File: config.mk
export PLATFORM = sky130hd
export DESIGN_NAME = lpdf_top
export DESIGN_NICKNAME = d
export VERILOG_FILES = /design/src/core/lpdf_pkg.sv /design/src/core/lpdf_chan.sv /design/src/core/lpdf_top.sv
export VERILOG_INCLUDE_DIRS = /design/src /design/src/core
export SDC_FILE = /design/constraint.sdc
export NUM_CORES = 1
export LEC_CHECK = 0
export BUFFER_PORTS_ARGS = -buffer_cell sky130_fd_sc_hd__buf_4
export CORE_ASPECT_RATIO = 1.5
export CORE_MARGIN = 10
export CORE_UTILIZATION = 30
export DETAILED_ROUTE_END_ITERATION = 12
export PLACE_DENSITY = 0.45
export SLEW_MARGIN = 15
export SYNTH_ARGS = -nofsm -noshare
export SYNTH_HDL_FRONTEND = slang
export SYNTH_HIERARCHICAL = 1
export SYNTH_SLANG_ARGS = --single-unit
File: constraint.sdc
create_clock -name I_MCLK -period 8 [get_ports I_MCLK]
set_input_delay 0.8 -clock I_MCLK [delete_from_list [all_inputs] [get_ports I_MCLK]]
set_output_delay 0.8 -clock I_MCLK [all_outputs]
set_load 0.01 [all_outputs]
File: src/core/lpdf_regs.svh
// register offsets, field positions, reset values and timing counts
// assumes inclusion by bare name from the front end design files
`ifndef LPDF_REGS_SVH
`define LPDF_REGS_SVH
// ****************************************
// register offsets (byte addresses)
// ****************************************
`define LPDF_OFF_SLV_FILT 8'h00
`define LPDF_OFF_MST_FILT 8'h04
`define LPDF_OFF_CTRL 8'h08
`define LPDF_OFF_PINSEL 8'h0C
`define LPDF_OFF_STATUS 8'h10
`define LPDF_OFF_IRQ_EN 8'h14
`define LPDF_OFF_IRQ_CLR 8'h18
`define LPDF_OFF_LIVE 8'h1C
// ****************************************
// field positions
// ****************************************
`define LPDF_FILT_FALL_LSB 0
`define LPDF_FILT_RISE_LSB 8
`define LPDF_CTRL_SLV_SRC 0
`define LPDF_CTRL_SHORT_EN 1
`define LPDF_CTRL_SWITCH_EN 2
`define LPDF_CTRL_EXT_MODE 3
`define LPDF_PIN_SLV_34 0
`define LPDF_PIN_SLV_56 1
`define LPDF_PIN_MST_12 2
`define LPDF_ST_SLV_TMO 0
`define LPDF_ST_MST_TMO 1
`define LPDF_ST_PU_OFF 2
// ****************************************
// reset values and timing counts
// ****************************************
`define LPDF_THRES_RST 8'h30
`define LPDF_CTRL_RST 4'h0
`define LPDF_PIN_RST 3'h0
`define LPDF_TX_TMO_CYC 20000
`endif

File: src/core/lpdf_pkg.sv
// types shared by the lin front end design files
// assumes nothing beyond a systemverilog compiler
package lpdf_pkg;
  typedef logic [7:0] lpdf_cnt_t;
  typedef enum logic [0:0] {
    LPDF_MON_RUN = 1'b0,
    LPDF_MON_OFF = 1'b1
  } lpdf_mon_e;
endpackage : lpdf_pkg

File: src/core/lpdf_chan.sv
// one lane: receive glitch filter plus transmit stuck-low monitor
// assumes raw inputs already synchronised to i_clk
`timescale 1ns/1ps
`include "lpdf_regs.svh"
module lpdf_chan #(
  parameter int TMO_CYC = `LPDF_TX_TMO_CYC
) (
  input wire logic i_clk,
  input wire logic i_rst,
  input wire logic i_rx_raw,
  input wire lpdf_pkg::lpdf_cnt_t i_thr_rise,
  input wire lpdf_pkg::lpdf_cnt_t i_thr_fall,
  input wire logic i_txd,
  output logic o_rx_filt,
  output logic o_tx_en,
  output logic o_tmo_pulse
);
  localparam int TW = $clog2(TMO_CYC + 1);
  lpdf_pkg::lpdf_cnt_t flt_cnt_q;
  logic rx_q;
  logic [TW-1:0] tmo_cnt_q;
  lpdf_pkg::lpdf_mon_e mon_q;
  logic txd_prev_q;
  wire lpdf_pkg::lpdf_cnt_t thr_w;
  wire differ_w;
  wire flt_done_w;
  wire tx_rise_w;
  wire tmo_hit_w;
  // ****************************************
  // receive glitch filter
  // ****************************************
  // threshold depends on direction of the pending edge
  assign thr_w = rx_q ? i_thr_fall : i_thr_rise;
  assign differ_w = (i_rx_raw != rx_q);
  // zero threshold would never settle, so treat it as one cycle
  assign flt_done_w = differ_w && ((flt_cnt_q + 8'h01) >= thr_w);
  // count cycles of new level, reversal clears the count
  always_ff @(posedge i_clk) begin
    if (i_rst) begin
      flt_cnt_q <= 8'h00;
      rx_q <= 1'b1;
    end else if (!differ_w || flt_done_w) begin
      flt_cnt_q <= 8'h00;
      rx_q <= flt_done_w ? i_rx_raw : rx_q;
    end else begin
      flt_cnt_q <= flt_cnt_q + 8'h01;
    end
  end
  assign o_rx_filt = rx_q;
  // ****************************************
  // transmit timeout monitor
  // ****************************************
  assign tx_rise_w = i_txd && !txd_prev_q;
  assign tmo_hit_w = (mon_q == lpdf_pkg::LPDF_MON_RUN) && !i_txd &&
                     (tmo_cnt_q == TW'(TMO_CYC - 1));
  // driver stays off until txd rises again
  always_ff @(posedge i_clk) begin
    if (i_rst) begin
      tmo_cnt_q <= '0;
      mon_q <= lpdf_pkg::LPDF_MON_RUN;
      txd_prev_q <= 1'b1;
    end else begin
      txd_prev_q <= i_txd;
      if (i_txd) begin
        tmo_cnt_q <= '0;
      end else if (mon_q == lpdf_pkg::LPDF_MON_RUN && !tmo_hit_w) begin
        tmo_cnt_q <= tmo_cnt_q + TW'(1);
      end
      if (tmo_hit_w) begin
        mon_q <= lpdf_pkg::LPDF_MON_OFF;
      end else if (tx_rise_w) begin
        mon_q <= lpdf_pkg::LPDF_MON_RUN;
      end
    end
  end
  assign o_tx_en = (mon_q == lpdf_pkg::LPDF_MON_RUN);
  assign o_tmo_pulse = tmo_hit_w;
endmodule : lpdf_chan

File: src/core/lpdf_top.sv
// lin phy digital front end: filters, tx monitors, routing, registers
// assumes all pin and phy inputs are asynchronous to I_MCLK
`timescale 1ns/1ps
`include "lpdf_regs.svh"
module lpdf_top #(
  parameter int TX_TMO_CYC = `LPDF_TX_TMO_CYC
) (
  input wire logic I_MCLK,
  input wire logic I_RST,
  input wire logic [7:0] I_ADDR,
  input wire logic [31:0] I_WDATA,
  input wire logic I_WR,
  input wire logic I_RD,
  output logic [31:0] O_RDATA,
  output logic O_IRQ,
  input wire logic I_SLV_PHY_RX,
  input wire logic I_MST_PHY_RX,
  input wire logic I_SLV_CTRL_TX,
  input wire logic I_MST_CTRL_TX,
  input wire logic I_ALT_TX,
  input wire logic I_SLV_SHORT_GND,
  output logic O_SLV_CTRL_RX,
  output logic O_MST_CTRL_RX,
  output logic O_SLV_PHY_TX,
  output logic O_SLV_PHY_TX_EN,
  output logic O_MST_PHY_TX,
  output logic O_MST_PHY_TX_EN,
  output logic O_SLV_PULLUP_EN,
  input wire logic [6:1] I_GPIO,
  output logic [6:1] O_GPIO,
  output logic [6:1] O_GPIO_OE
);
  // ****************************************
  // input synchronisers
  // ****************************************
  localparam int NS = 10;
  logic [NS-1:0] sy1_q;
  logic [NS-1:0] sy2_q;
  wire [NS-1:0] raw_w;
  assign raw_w = {I_GPIO, I_SLV_SHORT_GND, I_ALT_TX,
                  I_MST_PHY_RX, I_SLV_PHY_RX};
  // two flops, first one read only by the second
  always_ff @(posedge I_MCLK) begin
    if (I_RST) begin
      sy1_q <= {NS{1'b1}};
      sy2_q <= {NS{1'b1}};
    end else begin
      sy1_q <= raw_w;
      sy2_q <= sy1_q;
    end
  end
  wire s_slv_rx = sy2_q[0];
  wire s_mst_rx = sy2_q[1];
  wire s_alt_tx = sy2_q[2];
  wire s_short = sy2_q[3];
  wire [6:1] s_gpio = sy2_q[NS-1:4];
  // ****************************************
  // registers
  // ****************************************
  logic [15:0] slv_filt_q;
  logic [15:0] mst_filt_q;
  logic [3:0] ctrl_q;
  logic [2:0] pin_q;
  logic [2:0] stat_q;
  logic [2:0] irqen_q;
  logic [31:0] rdata_q;
  wire [2:0] ev_w;
  wire [2:0] clr_w;
  function automatic logic hit(input logic [7:0] a, input logic [7:0] o);
    hit = (a == o);
  endfunction : hit
  wire wr_sf = I_WR && hit(I_ADDR, `LPDF_OFF_SLV_FILT);
  wire wr_mf = I_WR && hit(I_ADDR, `LPDF_OFF_MST_FILT);
  wire wr_ct = I_WR && hit(I_ADDR, `LPDF_OFF_CTRL);
  wire wr_pn = I_WR && hit(I_ADDR, `LPDF_OFF_PINSEL);
  wire wr_ie = I_WR && hit(I_ADDR, `LPDF_OFF_IRQ_EN);
  wire wr_cl = I_WR && hit(I_ADDR, `LPDF_OFF_IRQ_CLR);
  assign clr_w = wr_cl ? I_WDATA[2:0] : 3'h0;
  // config writes; filter fields rise in high byte, fall in low
  always_ff @(posedge I_MCLK) begin
    if (I_RST) begin
      slv_filt_q <= {`LPDF_THRES_RST, `LPDF_THRES_RST};
      mst_filt_q <= {`LPDF_THRES_RST, `LPDF_THRES_RST};
      ctrl_q <= `LPDF_CTRL_RST;
      pin_q <= `LPDF_PIN_RST;
      irqen_q <= 3'h0;
    end else begin
      if (wr_sf) slv_filt_q <= I_WDATA[15:0];
      if (wr_mf) mst_filt_q <= I_WDATA[15:0];
      if (wr_ct) ctrl_q <= I_WDATA[3:0];
      if (wr_pn) pin_q <= I_WDATA[2:0];
      if (wr_ie) irqen_q <= I_WDATA[2:0];
    end
  end
  // sticky events, a new event beats a same-cycle clear
  always_ff @(posedge I_MCLK) begin
    if (I_RST) begin
      stat_q <= 3'h0;
    end else begin
      stat_q <= (stat_q & ~clr_w) | ev_w;
    end
  end
  assign O_IRQ = |(stat_q & irqen_q);
  // ****************************************
  // lanes
  // ****************************************
  wire ctrl_src = ctrl_q[`LPDF_CTRL_SLV_SRC];
  wire short_en = ctrl_q[`LPDF_CTRL_SHORT_EN];
  wire sw_en = ctrl_q[`LPDF_CTRL_SWITCH_EN];
  wire ext_en = ctrl_q[`LPDF_CTRL_EXT_MODE];
  wire p34 = ext_en && pin_q[`LPDF_PIN_SLV_34];
  wire p56 = ext_en && pin_q[`LPDF_PIN_SLV_56] && !p34;
  wire p12 = ext_en && pin_q[`LPDF_PIN_MST_12];
  wire slv_txd_w;
  wire mst_txd_w;
  wire slv_rxf_w;
  wire mst_rxf_w;
  wire slv_txen_w;
  wire mst_txen_w;
  wire slv_tmo_w;
  wire mst_tmo_w;
  // slave tx source: controller line or alternate source
  assign slv_txd_w = ctrl_src ? s_alt_tx : I_SLV_CTRL_TX;
  // lin switch leaves master phy idle recessive
  assign mst_txd_w = sw_en ? 1'b1 : I_MST_CTRL_TX;
  // one monitor per transceiver, no shared state
  lpdf_chan #(.TMO_CYC(TX_TMO_CYC)) u_slv (
    .i_clk(I_MCLK),
    .i_rst(I_RST),
    .i_rx_raw(s_slv_rx),
    .i_thr_rise(slv_filt_q[15:8]),
    .i_thr_fall(slv_filt_q[7:0]),
    .i_txd(slv_txd_w),
    .o_rx_filt(slv_rxf_w),
    .o_tx_en(slv_txen_w),
    .o_tmo_pulse(slv_tmo_w)
  );
  lpdf_chan #(.TMO_CYC(TX_TMO_CYC)) u_mst (
    .i_clk(I_MCLK),
    .i_rst(I_RST),
    .i_rx_raw(s_mst_rx),
    .i_thr_rise(mst_filt_q[15:8]),
    .i_thr_fall(mst_filt_q[7:0]),
    .i_txd(mst_txd_w),
    .o_rx_filt(mst_rxf_w),
    .o_tx_en(mst_txen_w),
    .o_tmo_pulse(mst_tmo_w)
  );
  // ****************************************
  // short to ground pull-up cut
  // ****************************************
  // no power-state gating here, so it also holds in hibernate
  wire pu_off_w = short_en && s_short;
  logic pu_off_q;
  always_ff @(posedge I_MCLK) begin
    if (I_RST) pu_off_q <= 1'b0;
    else pu_off_q <= pu_off_w;
  end
  assign ev_w = {pu_off_w && !pu_off_q, mst_tmo_w, slv_tmo_w};
  assign O_SLV_PULLUP_EN = !pu_off_q;
  // ****************************************
  // routing to phys, controllers and pins
  // ****************************************
  // external mode bypasses internal slave phy
  assign O_SLV_PHY_TX = ext_en ? 1'b1 : slv_txd_w;
  assign O_SLV_PHY_TX_EN = slv_txen_w && !ext_en;
  assign O_MST_PHY_TX = p12 ? 1'b1 : mst_txd_w;
  assign O_MST_PHY_TX_EN = mst_txen_w && !p12 && !sw_en;
  assign O_SLV_CTRL_RX = p34 ? s_gpio[3] : p56 ? s_gpio[5] :
                         ext_en ? 1'b1 : slv_rxf_w;
  assign O_MST_CTRL_RX = p12 ? s_gpio[1] :
                         sw_en ? 1'b1 : mst_rxf_w;
  // rx on odd pin (input), tx on even pin (driven)
  assign O_GPIO = {I_SLV_CTRL_TX, 1'b1, I_SLV_CTRL_TX, 1'b1,
                   I_MST_CTRL_TX, 1'b1};
  assign O_GPIO_OE = {p56, 1'b0, p34, 1'b0, p12, 1'b0};
  // ****************************************
  // read port
  // ****************************************
  wire [31:0] rmux_w =
    hit(I_ADDR, `LPDF_OFF_SLV_FILT) ? {16'h0000, slv_filt_q} :
    hit(I_ADDR, `LPDF_OFF_MST_FILT) ? {16'h0000, mst_filt_q} :
    hit(I_ADDR, `LPDF_OFF_CTRL) ? {28'h0000000, ctrl_q} :
    hit(I_ADDR, `LPDF_OFF_PINSEL) ? {29'h00000000, pin_q} :
    hit(I_ADDR, `LPDF_OFF_STATUS) ? {29'h00000000, stat_q} :
    hit(I_ADDR, `LPDF_OFF_IRQ_EN) ? {29'h00000000, irqen_q} :
    hit(I_ADDR, `LPDF_OFF_LIVE) ?
      {26'h0000000, O_SLV_PULLUP_EN, mst_txen_w, slv_txen_w,
       mst_rxf_w, slv_rxf_w, s_short} :
    32'h00000000;
  // data only in cycle after the read strobe
  always_ff @(posedge I_MCLK) begin
    if (I_RST) rdata_q <= 32'h00000000;
    else rdata_q <= I_RD ? rmux_w : 32'h00000000;
  end
  assign O_RDATA = rdata_q;
endmodule : lpdf_top

==> impl_metrics.csv <==
group,metric,value,unit
outcome,status,"completed",
sta,fmax,341,MHz
finish,diodes,0,
critical_path,endpoint_kind,"flip-flop",
clock_tree,ctsHoldBuffers,0,
finish,fin_area,7250,sq um
sta,finalSetupViolCount,0,
logic_synthesis,synthesis.instances,683,
critical_path,critPathRequiredTime,8.36,ns
floorplanning,initial_utilization,0.307,
global_route,grt-ovfl-total,0,
critical_path,cp.arrival,3.29,ns
sta,rsz0062_at_grt,"false",
logic_synthesis,synth-edff-count,0,
clock_tree,clk_pin_slew_worst_paths,0.06,ns
finish,drive_gt1_frac,0.185,
detailed_routing,drtPass1Iterations,5,
sta,hold_viol,0,
placed_design,gp_congestion,0.814,
logic_synthesis,avgSynthCellArea,8.96,sq um
finish,fin_nets,804,
finish,syn_to_final_growth,18.5,%
sta,maxSlewHeadroom,0.308,
logic_synthesis,synth_top_cell_by_area,"dfxtp_1",
critical_path,crit_fanout,12,
global_route,grt_pass1_wl,27300,microns
logic_synthesis,ys_top_cells_by_area,"dfxtp_1 42%, mux2i_1 6.7%, nor2_1 5.0%",
finish,register_area,2560,sq um
clock_tree,clock_latency,0.43,ns
sta,slew_viol_final,0,
logic_synthesis,syn_area,6120,sq um
sta,holdWs,0.406,ns
placed_design,dp_cells,969,
logic_synthesis,synth_top_area_share,0.419,
floorplanning,coreArea,19900,sq um
logic_synthesis,synth-async-reset-ratio,0,
floorplanning,fp.dieH,195,microns
clock_tree,cts_resized,0,
clock_tree,clock-sinks,128,
detailed_routing,drt_iter0_markers,308,
clock_tree,clockBufferDepth,2,
global_route,grt_antenna_before_repair,0,
critical_path,path_class,"flip-flop to flip-flop",
global_route,grt_use_total,0.131,
clock_tree,cts-buffers-inserted,17,
pwr,power_leakage,3.01,nW
logic_synthesis,ys_seq_area_frac,0.419,
clock_tree,cts_tree,"built",
placed_design,hpwl,12600,microns
floorplanning,row_count,63,
floorplanning,pin_count,108,
logic_synthesis,yosys_warnings,6,
sta,finalCritPeriodShare,0.367,
detailed_routing,vias,4836,
logic_synthesis,ys_types,60,
finish,nFillCells,2019,
detailed_routing,drc,0,
placed_design,dp_slack,4.89,ns
sta,timing.final.crit_period,2.93,ns
detailed_routing,via_per_inst,4.83,
floorplanning,dieArea,26600,sq um
finish,multi_input_area,3180,sq um
placed_design,dpl_cell_area,6660,sq um
sta,worst_pin_slew,1.04,ns
placed_design,portBuffers,66,
critical_path,start_kind,"flip-flop",
sta,worst_slack,5.07,ns
logic_synthesis,synthFlopType,"dfxtp_1",
pwr,power,1.48,mW
clock_tree,cts-root-buf,"clkbuf_16",
finish,final_util,0.364,
global_route,grt_pass1_vias,5041,
detailed_routing,drt_wl_total,17100,microns
clock_tree,post_cts_buffers,0,
sta,finClkSkew,0.0105,ns
detailed_routing,antenna_left,0,
worst_hold_path,hp-class,"flip-flop to flip-flop",
sta,fin_setup_tns,0,ns
clock_tree,cts_max_level,4,
finish,fin_cells,1001,
global_route,grt_max_degree,72,
pwr,p_per_area,204,nW/um^2
logic_synthesis,ys_ff_latch,128,
pwr,peakVddDrop,138,uV
job,cap_viol_max_count,0,
detailed_routing,wl_per_cell,17.1,microns
floorplanning,die_x,137,microns
==> worst max-delay path, stage by stage, from the launching register on <==
cell	delay (ns)
dfxtp_1	0.84
mux2_2	0.41
ha_1	0.26
nand2b_1	0.13
a211oi_1	0.29
o221ai_1	0.24
or3_1	0.53
nor2b_1	0.16
==> cell usage in the layout, fill, tap and decap left out, types with 10 or more instances in the layout <==
cell	Yosys	final
a21oi_1	32	32
a22oi_1	11	11
buf_4	32	67
clkbuf_16	0	17
conb_1	2	22
dfxtp_1	128	128
ha_1	20	20
inv_1	24	24
mux2i_1	41	41
nand2_1	39	39
nand3_1	43	42
nor2_1	82	82
nor2b_1	21	21
nor3_1	10	10
or2_2	16	16
xnor2_1	15	15
xor2_1	16	16
==> worst paths after layout <==
| path | startpoint | end | slack [ns] | cells past startpoint |
|---|---|---|---|---|
| max reg2reg | u_slv/o_rx_filt$_SDFFE_PP1P_ | u_slv/flt_cnt_q[7]$_SDFF_PP0_ | 5.07 | 7 |
| min reg2reg | sy1_q[8]$_SDFF_PP1_ | sy2_q[8]$_SDFF_PP1_ | 0.41 | 1 |
| min | sy1_q[8]$_SDFF_PP1_ | sy2_q[8]$_SDFF_PP1_ | 0.41 | 1 |
| max | u_slv/o_rx_filt$_SDFFE_PP1P_ | u_slv/flt_cnt_q[7]$_SDFF_PP0_ | 5.07 | 7 |
==> state kept, by name (all words and copies together) (netlist names), 3 cells and up <==
name	cells
O_RDATA	16
ctrl_q	4
irqen_q	3
mst_filt_q	16
pin_q	3
slv_filt_q	16
stat_q	3
sy1_q	7
sy2_q	7
u_mst/flt_cnt_q	8
u_mst/tmo_cnt_q	15
u_slv/flt_cnt_q	8
u_slv/tmo_cnt_q	15
==> logic make-up (layout without fill, tap and decap cells) <==
| logic type | count (synthesis) | after routing | share of synthesized area |
|---|---|---|---|
| xor gates and xnor gates | 31 | 31 | 0.0444 |
| buffers and inverters | 85 | 123 | 0.0740 |
| muxes | 46 | 46 | 0.0763 |
| and+or+nand+nor | 282 | 282 | 0.245 |
| DFF | 128 | 128 | 0.419 |
| AOI/OAI and AO/OA | 89 | 89 | 0.0992 |
| adders and majority gates | 20 | 20 | 0.0409 |
| other | 2 | 22 | 0.00123 |
==> power breakdown <==
group / internal (mW) / switching [mW] / total [mW]
Sequential: 0.643 / 0.00291 / 0.646
Combinational: 0.0250 / 0.0399 / 0.0648
Clock: 0.461 / 0.307 / 0.769
Total: 1.13 / 0.350 / 1.48
==> cell type report <==
type                       instances  area share
multi-input combinational        490       0.439
sequential                       128       0.353
timing repair buffer              67      0.0694
clock buffer                      17      0.0587
tap                              260      0.0449
clock inverter                    15      0.0223
inverter                          24      0.0124
==> synthesized netlist by cell type (3+ instances only) <==
cell type  count
and2_1         4
xor2_1        16
a22oi_1       11
nor4b_1        4
nor3b_1        5
o21ai_1        4
or2_2         16
xnor2_1       15
nand3_1       43
nor2_1        82
inv_1         24
nor4_1         4
and3_1         4
nand3b_1       4
ha_1          20
a211oi_1       8
o211ai_1       4
buf_4         32
or3_1          9
nand2_1       39
mux2i_1       41
nand4_1        9
mux2_2         5
dfxtp_1      128
nand2b_1       8
nor3_1        10
a21oi_1       32
a21o_1         3
a211o_1        4
o21ai_0        7
buf_2          5
clkbuf_1      22
or4_4          5
nor2b_1       21
==> per-layer routing <==
metal / up-vias / part of all wire / global-route usage
li1: 2408 / - / -
met5: - / 0 / 0
met3: 15 / 0.035 / 0.0297
met4: 0 / 0.017 / 0.0517
met2: 81 / 0.54 / 0.236
met1: 2332 / 0.40 / 0.142
No activity file was read; power rests on OpenSTA's default activity.
